[src/logic/wor_timer_pkg.sv]
// Package for the wake-on-radio sleep timer: register map, fields, constants.
package wor_timer_pkg;

  // Register word indices (printed offsets are not all multiples of four)
  localparam logic [7:0] IDX_TIMEOUT_HIGH = 8'h1e;
  localparam logic [7:0] IDX_TIMEOUT_LOW  = 8'h1f;
  localparam logic [7:0] IDX_CONTROL      = 8'h20;
  localparam logic [7:0] IDX_STATUS       = 8'h21;
  localparam int         ADDR_SHIFT       = 2;

  // Reset values
  localparam logic [7:0] RST_TIMEOUT_HIGH = 8'h87;
  localparam logic [7:0] RST_TIMEOUT_LOW  = 8'h6b;
  localparam logic       RST_POWER_DOWN   = 1'b1;
  localparam logic [2:0] RST_DELAY_SEL    = 3'h7;
  localparam logic       RST_CAL_ENABLE   = 1'b1;
  localparam logic [1:0] RST_RESOLUTION   = 2'h0;

  // Control register field positions
  localparam int CTL_PD_BIT    = 7;
  localparam int CTL_DELAY_HI  = 6;
  localparam int CTL_DELAY_LO  = 4;
  localparam int CTL_CAL_BIT   = 3;
  localparam int CTL_RES_HI    = 1;
  localparam int CTL_RES_LO    = 0;

  // Status register field positions
  localparam int STS_RUN_BIT   = 0;
  localparam int STS_CAL_BIT   = 1;
  localparam int STS_DONE_BIT  = 2;

  // Timing
  localparam int CRYSTAL_DIVIDE   = 750;
  localparam int RES_SHIFT_STEP   = 5;
  localparam int CAL_TICKS        = 4;

  // Event 1 delay table, in slow-clock periods
  localparam logic [5:0] DELAY_TABLE [8] = '{6'h04, 6'h06, 6'h08, 6'h0c,
                                              6'h10, 6'h18, 6'h20, 6'h30};

  typedef struct packed {
    logic       power_down;
    logic [2:0] delay_sel;
    logic       cal_enable;
    logic [1:0] resolution;
  } wake_ctrl_t;

  typedef enum logic [1:0] {
    ST_OFF,
    ST_CAL,
    ST_SLEEP,
    ST_DELAY
  } wake_state_t;

endpackage : wor_timer_pkg

[src/logic/slow_tick_divider.sv]
// Divider giving a one-cycle tick per slow oscillator period.
`timescale 1ns/10ps
module slow_tick_divider #(
  parameter int DIVIDE = 750
) (
  // Clock and reset
  input  wire logic clock_i,
  input  wire logic resetn_i,
  // Control
  input  wire logic enable_i,
  output logic      tick_o
);

  localparam int W = $clog2(DIVIDE);
  localparam logic [W-1:0] LAST = W'(DIVIDE - 1);

  logic [W-1:0] count;

  always_ff @(posedge clock_i or negedge resetn_i) begin
    if (!resetn_i) begin
      count  <= '0;
      tick_o <= 1'b0;
    end else if (!enable_i) begin
      count  <= '0;
      tick_o <= 1'b0;
    end else if (count == LAST) begin
      count  <= '0;
      tick_o <= 1'b1;
    end else begin
      count  <= count + W'(1);
      tick_o <= 1'b0;
    end
  end

endmodule : slow_tick_divider

[src/logic/wake_on_radio_timer.sv]
// Wake-on-radio sleep timer with classic Wishbone register slave.
`timescale 1ns/10ps
module wake_on_radio_timer #(
  parameter int CRYSTAL_DIV = wor_timer_pkg::CRYSTAL_DIVIDE
) (
  // Clock and reset
  input  wire logic        clock_i,
  input  wire logic        resetn_i,
  // Wishbone slave
  input  wire logic        wb_cyc_i,
  input  wire logic        wb_stb_i,
  input  wire logic        wb_we_i,
  input  wire logic [7:0]  wb_adr_i,
  input  wire logic [3:0]  wb_sel_i,
  input  wire logic [31:0] wb_dat_i,
  output logic [31:0]      wb_dat_o,
  output logic             wb_ack_o,
  // Timer events
  output logic             sleep_timeout_value_o,
  output logic             post_wake_delay_select_o,
  output logic             osc_running_o
);

  wor_timer_pkg::wake_ctrl_t  ctrl;
  wor_timer_pkg::wake_state_t state;
  logic [7:0]  timeout_high;
  logic [7:0]  timeout_low;
  logic [15:0] sleep_timeout_value;
  logic [15:0] count_hi;
  logic [14:0] prescale;
  logic [5:0]  delay_count;
  logic [2:0]  cal_count;
  logic        cal_done;
  logic        tick;
  logic        write_strobe;
  logic        osc_on;

  // Register index from byte address
  function automatic logic [7:0] reg_index(input logic [7:0] adr);
    reg_index = {2'h0, adr[7:wor_timer_pkg::ADDR_SHIFT]};
  endfunction : reg_index

  // Prescale terminal count per resolution setting
  function automatic logic [14:0] prescale_last(input logic [1:0] res);
    prescale_last = 15'((32'h1 << (wor_timer_pkg::RES_SHIFT_STEP * res)) - 1);
  endfunction : prescale_last

  assign sleep_timeout_value = {timeout_high, timeout_low};
  assign write_strobe = wb_cyc_i && wb_stb_i && wb_we_i && !wb_ack_o && wb_sel_i[0];
  assign osc_on = !ctrl.power_down;

  slow_tick_divider #(
    .DIVIDE (CRYSTAL_DIV)
  ) u_divider (
    .clock_i  (clock_i),
    .resetn_i (resetn_i),
    .enable_i (osc_on),
    .tick_o   (tick)
  );

  // Bus handshake: one wait state, ack drops the cycle after
  always_ff @(posedge clock_i or negedge resetn_i) begin
    if (!resetn_i) begin
      wb_ack_o <= 1'b0;
    end else begin
      wb_ack_o <= wb_cyc_i && wb_stb_i && !wb_ack_o;
    end
  end

  // Timeout registers
  always_ff @(posedge clock_i or negedge resetn_i) begin
    if (!resetn_i) begin
      timeout_high <= wor_timer_pkg::RST_TIMEOUT_HIGH;
      timeout_low  <= wor_timer_pkg::RST_TIMEOUT_LOW;
    end else if (write_strobe) begin
      if (reg_index(wb_adr_i) == wor_timer_pkg::IDX_TIMEOUT_HIGH) begin
        timeout_high <= wb_dat_i[7:0];
      end
      if (reg_index(wb_adr_i) == wor_timer_pkg::IDX_TIMEOUT_LOW) begin
        timeout_low <= wb_dat_i[7:0];
      end
    end
  end

  // Control register
  always_ff @(posedge clock_i or negedge resetn_i) begin
    if (!resetn_i) begin
      ctrl.power_down <= wor_timer_pkg::RST_POWER_DOWN;
      ctrl.delay_sel  <= wor_timer_pkg::RST_DELAY_SEL;
      ctrl.cal_enable <= wor_timer_pkg::RST_CAL_ENABLE;
      ctrl.resolution <= wor_timer_pkg::RST_RESOLUTION;
    end else if (write_strobe && reg_index(wb_adr_i) == wor_timer_pkg::IDX_CONTROL) begin
      ctrl.power_down <= wb_dat_i[wor_timer_pkg::CTL_PD_BIT];
      ctrl.delay_sel  <= wb_dat_i[wor_timer_pkg::CTL_DELAY_HI:wor_timer_pkg::CTL_DELAY_LO];
      ctrl.cal_enable <= wb_dat_i[wor_timer_pkg::CTL_CAL_BIT];
      ctrl.resolution <= wb_dat_i[wor_timer_pkg::CTL_RES_HI:wor_timer_pkg::CTL_RES_LO];
    end
  end

  // Read mux, registered; reserved bits and unmapped addresses read zero
  always_ff @(posedge clock_i or negedge resetn_i) begin
    if (!resetn_i) begin
      wb_dat_o <= 32'h0;
    end else if (wb_cyc_i && wb_stb_i && !wb_we_i && !wb_ack_o) begin
      wb_dat_o <= 32'h0;
      case (reg_index(wb_adr_i))
        wor_timer_pkg::IDX_TIMEOUT_HIGH: begin
          wb_dat_o[7:0] <= timeout_high;
        end
        wor_timer_pkg::IDX_TIMEOUT_LOW: begin
          wb_dat_o[7:0] <= timeout_low;
        end
        wor_timer_pkg::IDX_CONTROL: begin
          wb_dat_o[wor_timer_pkg::CTL_PD_BIT] <= ctrl.power_down;
          wb_dat_o[wor_timer_pkg::CTL_DELAY_HI:wor_timer_pkg::CTL_DELAY_LO] <= ctrl.delay_sel;
          wb_dat_o[wor_timer_pkg::CTL_CAL_BIT] <= ctrl.cal_enable;
          wb_dat_o[wor_timer_pkg::CTL_RES_HI:wor_timer_pkg::CTL_RES_LO] <= ctrl.resolution;
        end
        wor_timer_pkg::IDX_STATUS: begin
          wb_dat_o[wor_timer_pkg::STS_RUN_BIT]  <= osc_running_o;
          wb_dat_o[wor_timer_pkg::STS_CAL_BIT]  <= (state == wor_timer_pkg::ST_CAL);
          wb_dat_o[wor_timer_pkg::STS_DONE_BIT] <= cal_done;
        end
        default: begin
          wb_dat_o <= 32'h0;
        end
      endcase
    end
  end

  // Sequencer: calibrate, sleep (Event 0), delay (Event 1), repeat
  always_ff @(posedge clock_i or negedge resetn_i) begin
    if (!resetn_i) begin
      state         <= wor_timer_pkg::ST_OFF;
      count_hi      <= 16'h0;
      prescale      <= 15'h0;
      delay_count   <= 6'h0;
      cal_count     <= 3'h0;
      cal_done      <= 1'b0;
      sleep_timeout_value_o      <= 1'b0;
      post_wake_delay_select_o      <= 1'b0;
      osc_running_o <= 1'b0;
    end else begin
      sleep_timeout_value_o      <= 1'b0;
      post_wake_delay_select_o      <= 1'b0;
      osc_running_o <= osc_on;
      if (!osc_on) begin
        state    <= wor_timer_pkg::ST_OFF;
        cal_done <= 1'b0;
      end else begin
        case (state)
          wor_timer_pkg::ST_OFF: begin
            // Power-up always runs the initial calibration
            cal_count <= 3'h0;
            state     <= wor_timer_pkg::ST_CAL;
          end
          wor_timer_pkg::ST_CAL: begin
            if (tick) begin
              cal_count <= cal_count + 3'h1;
              if (cal_count == 3'(wor_timer_pkg::CAL_TICKS - 1)) begin
                cal_done <= 1'b1;
                count_hi <= 16'h0;
                prescale <= 15'h0;
                state    <= wor_timer_pkg::ST_SLEEP;
              end
            end
          end
          wor_timer_pkg::ST_SLEEP: begin
            if (tick) begin
              if (prescale == prescale_last(ctrl.resolution)) begin
                prescale <= 15'h0;
                // Zero timeout behaves as one count, never stalls
                if (count_hi + 16'h1 >= sleep_timeout_value) begin
                  sleep_timeout_value_o    <= 1'b1;
                  delay_count <= 6'h0;
                  state       <= wor_timer_pkg::ST_DELAY;
                end else begin
                  count_hi <= count_hi + 16'h1;
                end
              end else begin
                prescale <= prescale + 15'h1;
              end
            end
          end
          wor_timer_pkg::ST_DELAY: begin
            if (tick) begin
              // Select may change mid-delay: end at once rather than wrap
              if (delay_count + 6'h1 >= wor_timer_pkg::DELAY_TABLE[ctrl.delay_sel]) begin
                post_wake_delay_select_o <= 1'b1;
                count_hi <= 16'h0;
                prescale <= 15'h0;
                // Periodic recalibration when enabled
                if (ctrl.cal_enable) begin
                  cal_count <= 3'h0;
                  state     <= wor_timer_pkg::ST_CAL;
                end else begin
                  state <= wor_timer_pkg::ST_SLEEP;
                end
              end else begin
                delay_count <= delay_count + 6'h1;
              end
            end
          end
          default: begin
            state <= wor_timer_pkg::ST_OFF;
          end
        endcase
      end
    end
  end

endmodule : wake_on_radio_timer

[config.mk]
export PLATFORM = sky130hd
export DESIGN_NAME = wake_on_radio_timer
export DESIGN_NICKNAME = d
export VERILOG_FILES = /design/src/logic/wor_timer_pkg.sv /design/src/logic/slow_tick_divider.sv /design/src/logic/wake_on_radio_timer.sv
export SDC_FILE = /design/constraint.sdc
export NUM_CORES = 1
export LEC_CHECK = 0
export ABC_CLOCK_PERIOD_IN_PS = 4300
export BUFFER_PORTS_ARGS = -buffer_cell sky130_fd_sc_hd__buf_4
export CELL_PAD_IN_SITES_DETAIL_PLACEMENT = 0
export CELL_PAD_IN_SITES_GLOBAL_PLACEMENT = 1
export CORE_ASPECT_RATIO = 0.5
export CORE_MARGIN = 2
export CORE_UTILIZATION = 35
export CTS_CLUSTER_DIAMETER = 120
export CTS_CLUSTER_SIZE = 14
export DETAILED_ROUTE_END_ITERATION = 8
export HOLD_SLACK_MARGIN = 0.12
export PLACE_DENSITY_LB_ADDON = 0.05
export SLEW_MARGIN = 20
export SYNTH_ARGS = -nofsm -noshare
export SYNTH_HDL_FRONTEND = slang
export SYNTH_HIERARCHICAL = 1
export SYNTH_SLANG_ARGS = --single-unit
[constraint.sdc]
create_clock -name clock_i -period 4.3 [get_ports clock_i]
set_clock_uncertainty 0.1 [all_clocks]
set_input_delay 0.86 -clock clock_i [delete_from_list [all_inputs] [get_ports clock_i]]
set_output_delay 0.86 -clock clock_i [all_outputs]
set_load 0.03 [all_outputs]
Yosys cells after proc, flatten, opt, wreduce, memory -nomap -nowiden
Memories as Yosys holds them, arrays and structs flattened.
Cells that the tools add are included.
- register bits after elaboration: 89
- bits in read-only memories: 48
- output and inout bits: 36
- logic and storage cells: 144
- memories: 1
- memories (name ; depth ; bits a word ; rd ports ; clocked after memory_dff ; wr ports ; line ; RTL):
    (no name shown) ; 8 ; 6 ; 1 ; 0 ; 0 ; wake_on_radio_timer.sv:188 ; if (delay_count + 6'h1 >= wor_timer_pkg::DELAY_TABLE[ctrl.delay_sel]) begin
- add/sub/neg operators: 6
- $mul: 1
- order comparisons: 3
- eq/ne operators: 27
- shift operators: 1
- mux-type cells: 58
- bitwise operators: 2
- reductions and logical operators: 26
- operator list (kind ; number):
    16-bit two-way mux ; 7
    15-bit two-way mux ; 6
    16-bit case mux with 3 select lines ; 1
    15-bit case mux with 3 select lines ; 1
    6-bit two-way mux ; 7
    7-bit AND reduction ; 3
    10-bit two-way mux ; 2
    2-bit two-way mux ; 9
    16-bit by 1-bit adder with 16-bit output, second input constant ; 1
    16-bit >= comparator ; 1
    2-bit case mux with 4 select lines ; 2
    15-bit by 1-bit adder with 15-bit output, second input constant ; 1
    15-bit equality test ; 1
    1-bit two-way mux ; 15
    5-bit case mux with 3 select lines ; 1
    1-bit by 5-bit left shift with 15-bit output, first input constant ; 1
    15-bit by 1-bit subtractor with 15-bit output, second input constant ; 1
    6-bit by 5-bit equality test with 1-bit output, second input constant ; 2
    6-bit equality test, second input constant ; 2
    3-bit two-way mux ; 4
    2-bit != test, second input constant ; 6
    3-bit by 2-bit != test with 1-bit output, second input constant ; 4
    6-bit case mux with 2 select lines ; 1
    10-bit by 1-bit adder with 10-bit output, second input constant ; 1
    24 further kinds ; 44

Longest topological paths before layout
Gate-level depths: netlist (run 1).
- word-level depth: 9
- depth in mapped cells: 16
- gate-level depth less buffers: 12

Hierarchy
The synthesis (run 1) kept the hierarchy.
- by module, submodules not included (module ; times used ; cells an instance ; area each (um^2) ; sequential area each (um^2)):
    wake_on_radio_timer ; 1 ; 535 ; 5039.8 ; 1969.4
    slow_tick_divider ; 1 ; 53 ; 536.8 ; 275.3

Worst setup path before layout (run 1)
No wires, ideal clock.
- kind: register to register
- from: register count_hi[2]
- to: register count_hi[11]
- setup time: 134 ps
- arrival time: 2866 ps
- data required time: 4066 ps
- slack: 1200 ps
- cell stages (with the launch flop): 15
- buffers on the path: 2
- period minus slack after synthesis: 3100 ps
- cell sequence: dfrtp_1 buf_2 nand4_1 or2_1 clkbuf_1 nor2_1 nand3_1 xnor2_1 ha_1 and4_1 and2_1 a21oi_1 nand4_1 o311ai_0 nand2_1
- cells in the longest elaborated chain, start to end: 5
- elaborated cells on any way between the ends: 8
- those cells by class: 1 x add/sub; 1 x order compare; 1 x eq/ne; 4 x mux; 1 x reduce/logical
- ends and longest elaborated chain (what ; line ; RTL):
    start: declaration ; wake_on_radio_timer.sv:29 ; logic [15:0] count_hi;
    start signal: assignment ; wake_on_radio_timer.sv:178 ; count_hi <= count_hi + 16'h1;
    16-bit by 1-bit adder with 16-bit output (*) ; wake_on_radio_timer.sv:173, wake_on_radio_timer.sv:178 ;
    branches (longest 4 deep; another with 16-bit >= comparator) ; n/a ;
Every way passes the cells marked *. The select of a mux whose other input is x is not followed.
A chain may end at the register's enable or synchronous reset.

Worst setup path after layout (run 1)
- from: register count_hi[0]
- to: register delay_count[2]
- cells in the longest elaborated chain, start to end: 4
- ends and longest elaborated chain (what ; line ; RTL):
    16-bit by 1-bit adder with 16-bit output ; wake_on_radio_timer.sv:173 ; if (count_hi + 16'h1 >= sleep_timeout_value) begin
    16-bit >= comparator ; wake_on_radio_timer.sv:173 ;
    2-bit != test (no source line) ; n/a ;
    7-bit AND reduction (no source line) ; n/a ;
    end signal: assignment ; wake_on_radio_timer.sv:200 ; delay_count <= delay_count + 6'h1;
    end: declaration ; wake_on_radio_timer.sv:31 ; logic [5:0] delay_count;
Every way passes these cells.

==> results.sh, run 1 <==
export IMPL_synth_common_cells="dfrtp_1 (75), nand2_1 (43), inv_1 (42)"
export IMPL_rsz0062_at_grt="false"
export IMPL_worstHoldPathType="reg2reg"
export IMPL_peakVddDrop_mv=0.3074
export IMPL_cts_buffer_depth=2
export IMPL_holdBufCountCts=0
export IMPL_drtIter0Drc=262
export IMPL_status="finished clean"
export IMPL_synthCells=588
export IMPL_fp_row_count=32
export IMPL_cts_sinks=89
export IMPL_cp_max_fo=16
export IMPL_yosysMostFrequentCell="dfrtp_1"
export IMPL_finalCritPeriodShare_pct=80.82
export IMPL_htreeDepth=3
export IMPL_wl_per_cell_um=16.77
export IMPL_holdWs_ns=0.3770
export IMPL_die_w_um=182.5
export IMPL_worst_pin_slew_ns=0.8445
export IMPL_p_leak_uw=0.002632
export IMPL_via_per_inst=5.205
export IMPL_drc=0
export IMPL_track_usage_pct=17.43
export IMPL_clk_pin_slew_worst_paths_ns=0.07
export IMPL_grt_first_pass_wirelength_mm=22.91
export IMPL_cts_setup_buffers=0
export IMPL_worstPathArrival_ns=3.60
export IMPL_cts_made_buffers=9
export IMPL_fp_dieArea_mm2=0.01702
export IMPL_grt_antenna_before_repair=0
export IMPL_place_congestion=0.7297
export IMPL_p_sw_share_pct=30.06
export IMPL_wl_mm=13.81
export IMPL_cp_end_kind="register"
export IMPL_period_minus_slack_ns=3.475
export IMPL_final_cell_count_no_fill=823
export IMPL_synth_warning_count=6
export IMPL_power_density_mw_per_mm2=345.6
export IMPL_cts_root_buf="clkbuf_16"
export IMPL_drv_slew=0
export IMPL_io_pins=85
export IMPL_p_total_uw=2155
export IMPL_insertion_delay_ns=0.35
export IMPL_synthArstFlopShare_pct=100.0
export IMPL_synth_ff_type="dfrtp_1"
export IMPL_drive_above_1_share_pct=18.90
export IMPL_place_hpwl_mm=10.00
export IMPL_overflow=0
export IMPL_synth_top_area_share_pct=33.65
export IMPL_grt_pass1_vias=4138
export IMPL_antenna_left=0
export IMPL_hold_violations=0
export IMPL_tritoncts="done"
export IMPL_syn_to_final_growth_pct=11.80
export IMPL_synth_area_mm2=0.005577
export IMPL_fmax_mhz=287.7
export IMPL_grt_max_degree=53
export IMPL_synthTopCellsByArea="dfrtp_1 (34%), dfstp_2 (6.6%), ha_1 (6.5%), mux2_2 (5.3%), buf_4 (3.2%)"
export IMPL_yosysSeqAreaShare_pct=40.25
export IMPL_avgSynthCellArea_um2=9.484
export IMPL_ys_types=76
export IMPL_clkPwrFrac_pct=38.3
export IMPL_dp_cells=807
export IMPL_dr_pass1_iters=6
export IMPL_crit_type="reg2reg"
export IMPL_p_seq_share_pct=45.1
export IMPL_die_h_um=93.26
export IMPL_final_nets=692
export IMPL_start_kind="register"
export IMPL_ys_ff_latch=89
export IMPL_fp_coreArea_mm2=0.01549
export IMPL_finalSetupViolations=0
export IMPL_start_util_pct=35.99
export IMPL_port_buffers=31
export IMPL_cp_required_ns=4.43
export IMPL_p_int_uw=1507
export IMPL_vias=4284
export IMPL_post_cts_resize_count=0
export IMPL_synth_largest_area_cell="dfrtp_1"
export IMPL_finalSetupTns_ns=0
export IMPL_max_cap_violations=0
export IMPL_utilization_pct=40.24
export IMPL_synth_edff_count=0
export IMPL_fillers=1579
export IMPL_switchingPower_uw=647.7
export IMPL_insertedDiodeCount=0
export IMPL_pwr_share_comb_pct=16.6
export IMPL_relSlewSlack_pct=43.18
## stage by stage
stage,instance area [um2],setup slack [ns]
global route,6235,0.4677
CTS,6235,0.7914
finish,6235,0.8246
floorplan,5663,1.201
global placement,5929,0.8091
detailed placement,5929,0.8098
## worst max-delay path, cell delays in order, from the launching register on
cell	delay (ns)
dfrtp_1	0.48
ha_1	0.29
nand4_1	0.14
nor3_1	0.35
nand4_1	0.17
xnor2_1	0.18
ha_1	0.29
and4_1	0.19
and2_1	0.16
nand3b_1	0.10
and4_1	0.22
buf_4	0.21
nor3_4	0.35
o211ai_2	0.12
## layout by cell type (no fill, tap or decap), drive strengths merged, types with 6 or more instances in the layout
| cell | netlist | layout |
|---|---|---|
| conb | 1 | 24 |
| o22ai | 8 | 8 |
| inv | 42 | 43 |
| nand2 | 45 | 45 |
| nor2b | 7 | 7 |
| dfstp | 14 | 14 |
| nand3 | 33 | 33 |
| xor2 | 6 | 6 |
| dfrtp | 75 | 75 |
| a22oi | 8 | 8 |
| mux2 | 26 | 26 |
| clkbuf | 12 | 10 |
| a31oi | 9 | 9 |
| nor2 | 31 | 31 |
| buf | 37 | 41 |
| or3 | 6 | 6 |
| o2bb2ai | 6 | 6 |
| nor3 | 17 | 17 |
| nand4 | 18 | 18 |
| xnor2 | 17 | 17 |
| ha | 29 | 29 |
| nand2b | 9 | 9 |
| and3 | 7 | 7 |
| a32oi | 13 | 13 |
| o311ai | 6 | 6 |
| a21oi | 30 | 30 |
| o21ai | 25 | 25 |
## state kept, by name (all words and copies together) (netlist names)
name and flops:
timeout_high 8, sleep_timeout_value_o 1, timeout_low 8, delay_count 6, prescale 15, post_wake_delay_select_o 1
wb_ack_o 1, u_divider/tick_o 1, cal_count 3, state 2, ctrl 7, count_hi 16
osc_running_o 1, u_divider/count 10, wb_dat_o 8, cal_done 1
## cell type report
cell class	count	area [um2]	share of cell area, %
tap	204	255.2	4.094
clock inverter	6	66.31	1.064
timing repair buffer	41	307.8	4.937
multi-input combinational	431	2964	47.54
clock buffer	10	239.0	3.833
sequential	89	2245	36.00
inverter	42	157.7	2.529
## worst paths after layout
check                             from             end  slack (ns)  cells after the start
hold / removal                wb_ack_o        wb_ack_o        0.38                      1
hold reg to reg               wb_ack_o        wb_ack_o        0.38                      1
setup / recovery           count_hi[0]  delay_count[2]        0.82                     13
setup reg to reg           count_hi[0]  delay_count[2]        0.82                     13
max in group asynchronous     resetn_i         ctrl[3]        2.83                      2
min in group asynchronous     resetn_i     prescale[5]        0.45                      1
## power by group through the flow
stage / clock network (uW) / logic, uW / registers [uW]
final: 825 / 358 / 972
after CTS: 847 / 363 / 973
after floorplan: 0 / 242 / 1000
after global placement: 0 / 358 / 989
after detailed placement: 0 / 361 / 987
after global routing: 881 / 404 / 985
## cell families after synthesis
group                    after synthesis  share of synthesized area (%)
AO/OA/AOI/OAI                        134                          17.03
XOR/XNOR                              23                          3.612
other                                  1                        0.06725
flip-flops                            89                          40.25
adder cells (fa/ha/maj)               29                          6.507
AND/OR/NAND/NOR                      194                          18.96
multiplexers                          27                          5.430
buffers and inverters                 91                          8.145
## routing by layer
layer / global-route usage, % / vias up / wire, um
met5: 0 / - / 0
met3: 4.517 / 9 / 713
met4: 2.755 / 0 / 93
met2: 23.83 / 94 / 5486
li1: - / 2149 / -
met1: 27.33 / 2032 / 7510
(Power assumes the default switching activity.)
==> inputs of run 2 (changes only) <==
--- a/config.mk
+++ b/config.mk
@@ -5,7 +5,8 @@
 export SDC_FILE = /design/constraint.sdc
 export NUM_CORES = 1
 export LEC_CHECK = 0
-export ABC_CLOCK_PERIOD_IN_PS = 4300
+export ABC_AREA = 1
+export ABC_CLOCK_PERIOD_IN_PS = 3200
 export BUFFER_PORTS_ARGS = -buffer_cell sky130_fd_sc_hd__buf_4
 export CELL_PAD_IN_SITES_DETAIL_PLACEMENT = 0
 export CELL_PAD_IN_SITES_GLOBAL_PLACEMENT = 1
==> constraint.sdc (replaced) <==
create_clock -name clock_i -period 3.2 [get_ports clock_i]
set_clock_uncertainty 0.1 [all_clocks]
set_input_delay 0.64 -clock clock_i [delete_from_list [all_inputs] [get_ports clock_i]]
set_output_delay 0.64 -clock clock_i [all_outputs]
set_load 0.03 [all_outputs]
==> results.sh, run 2 <==
export IMPL_relSlewSlack_pct=64.11
export IMPL_vias=4660
export IMPL_ys_types=38
export IMPL_cts_made_buffers=9
export IMPL_pwr_share_comb_pct=17.7
export IMPL_insertion_delay_ns=0.36
export IMPL_drtIter0Drc=206
export IMPL_multi_input_area_mm2=0.002805
export IMPL_r2r_start="count_hi[0]"
export IMPL_tritoncts="done"
export IMPL_grt_antenna_before_repair=0
export IMPL_p_int_uw=2072
export IMPL_p_leak_uw=0.003056
export IMPL_drive_above_1_share_pct=13.95
export IMPL_fp_dieArea_mm2=0.01697
export IMPL_grt_max_degree=53
export IMPL_synthArstFlopShare_pct=100.0
export IMPL_track_usage_pct=17.98
export IMPL_period_minus_slack_ns=2.839
export IMPL_die_h_um=93.12
export IMPL_status="finished clean"
export IMPL_pre_cts_slack_ns=0.2051
export IMPL_crit_type="reg2reg"
export IMPL_place_congestion=0.7921
export IMPL_wl_mm=14.02
export IMPL_synth_ff_type="dfrtp_1"
export IMPL_cp_max_fo=12
export IMPL_htreeDepth=3
export IMPL_cts_sinks=89
export IMPL_cts_root_buf="clkbuf_16"
export IMPL_synthTopCellsByArea="dfrtp_1 (34%), nand2_1 (12%), dfstp_2 (6.6%), ha_1 (6.5%), inv_1 (5.6%)"
export IMPL_largest_reg_flops=16
export IMPL_worst_pin_slew_ns=0.5383
export IMPL_place_hpwl_mm=10.77
export IMPL_grt_pass1_vias=4440
export IMPL_p_sw_share_pct=31.32
export IMPL_p_seq_share_pct=43.0
export IMPL_overflow=0
export IMPL_via_per_inst=4.765
export IMPL_max_cap_violations=0
export IMPL_ys_ff_latch=89
export IMPL_drv_slew=0
export IMPL_wl_per_cell_um=14.33
export IMPL_synth_area_mm2=0.005559
export IMPL_power_density_mw_per_mm2=478.1
export IMPL_synth_common_cells="nand2_1 (181), inv_1 (83), dfrtp_1 (75)"
export IMPL_r2r_setup_slack_ns=0.36
export IMPL_final_common_cell="nand2_1"
export IMPL_fmax_mhz=352.3
export IMPL_setup_ws_ns=0.3613
export IMPL_drc=0
export IMPL_insertedDiodeCount=0
export IMPL_start_util_pct=35.97
export IMPL_fp_coreArea_mm2=0.01545
export IMPL_hold_violations=0
export IMPL_clkPwrFrac_pct=39.3
export IMPL_synth_edff_count=0
export IMPL_finalCritPeriodShare_pct=88.71
export IMPL_avgSynthCellArea_um2=7.594
export IMPL_worstHoldPathType="in2async"
export IMPL_switchingPower_uw=945.2
export IMPL_antenna_left=0
export IMPL_syn_to_final_growth_pct=13.53
export IMPL_synthCells=732
export IMPL_final_cell_mix="nand2_1 (181), inv_1 (83), dfrtp_1 (75)"
export IMPL_fp_row_count=32
export IMPL_cp_startpoint="count_hi[0]"
export IMPL_io_pins=85
export IMPL_regArea_mm2=0.002245
export IMPL_fillers=1662
export IMPL_peakVddDrop_mv=0.2321
export IMPL_port_buffers=31
export IMPL_worstPathArrival_ns=2.98
export IMPL_dr_pass1_iters=5
export IMPL_finalSetupTns_ns=0
export IMPL_cts_buffer_depth=2
export IMPL_start_kind="register"
export IMPL_cp_end_kind="register"
export IMPL_final_nets=847
export IMPL_yosysMostFrequentCell="nand2_1"
export IMPL_synth_largest_area_cell="dfrtp_1"
export IMPL_cp_required_ns=3.34
export IMPL_yosysSeqAreaShare_pct=40.38
export IMPL_top_register="count_hi"
export IMPL_rsz0062_at_grt="false"
export IMPL_die_w_um=182.2
export IMPL_grt_first_pass_wirelength_mm=23.45
export IMPL_synth_warning_count=6
export IMPL_largestRegisters="count_hi: 16 flops, prescale: 15 flops, u_divider/count: 10 flops"
export IMPL_synth_top_area_share_pct=33.76
export IMPL_finalSetupViolations=0
export IMPL_clk_pin_slew_worst_paths_ns=0.07
-- run 2: changes by cell type after synthesis, moves of 10 or more --
cell     before  now
nand3_1      31   50
o21ai_0      22   50
inv_2         0   12
o21ai_1       1   17
inv_1        42   83
nor2_1       30   62
xnor2_1      17    7
nand2_1      43  181
a32oi_1      13    0
mux2_2       26    0
xor2_1        6   22
-- run 2: repair_timing --
| item | 4_1_cts | 5_1_grt |
|---|---|---|
| setup endpoints to repair | 0 | 23 |
| setup buffers | 0 | 1 |
| hold buffers | 0 | 0 |
| resized for setup | 0 | 3 |
-- run 2: per-stage QoR --
step,hold WS [ns],power [uW],std cells,area (um2),util (%)
after global placement,0.3285,1853,961,5962,38.58
after global routing,0.2123,3199,978,6311,40.84
after floorplan,0.2444,1710,755,5645,-
after detailed placement,0.3374,1857,961,5962,38.58
final,0.1683,3018,978,6311,40.84
after CTS,0.1831,3070,977,6289,40.69
-- run 2: final timing paths --
path	to	cells after the start
worst min register to register	wb_ack_o	1
worst max register to register	delay_count[2]	16
worst min-delay path	prescale[10]	1
worst max-delay path	delay_count[2]	16
max in group asynchronous	timeout_low[6]	2
min in group clock_i	wb_ack_o	1
-- run 2: power by group through the flow --
stage	logic, uW	clock network [uW]	registers (uW)
floorplan	411	0	1300
global placement	539	0	1310
detailed placement	542	0	1320
CTS	544	1230	1300
global route	619	1270	1310
finish	535	1190	1300
-- run 2: per-layer routing --
metal / up-vias / track usage [%] / wire (um)
met5: - / 0 / 0
met4: 0 / 3.696 / 126
met2: 70 / 26.88 / 5872
met3: 11 / 3.621 / 462
li1: 2385 / - / -
met1: 2194 / 26.76 / 7556
-- run 2: kinds of logic (layout without fill, tap and decap cells) --
logic type	Yosys count	after routing	share of synthesized area (%)
xor gates and xnor gates	29	29	4.569
buffers and inverters	132	151	10.98
AOI/OAI and AO/OA	103	103	9.746
DFF	89	89	40.38
and+or+nand+nor	349	349	27.73
other	1	24	0.06746
adders and majority gates	29	29	6.527
-- run 2: area by class of cell --
class                      instances  area share, %
clock buffer                       9          3.569
tap                              204          4.044
sequential                        89          35.57
clock inverter                     7          1.606
inverter                          97          5.849
multi-input combinational        534          44.45
timing repair buffer              38          4.917
-- run 2: worst max-delay path, stage by stage, from the launching register on --
cell and delay, ns:
dfrtp_1 0.42, ha_1 0.19, nand2_1 0.07, nor2_1 0.17
nand2_1 0.09, nor2_2 0.15, nand4_1 0.15, xnor2_2 0.19
ha_1 0.29, nand4_1 0.13, a21oi_1 0.14, nor2_1 0.07
nand3_1 0.14, nand3_1 0.14, buf_12 0.17, nand2_1 0.05
o21ai_1 0.06
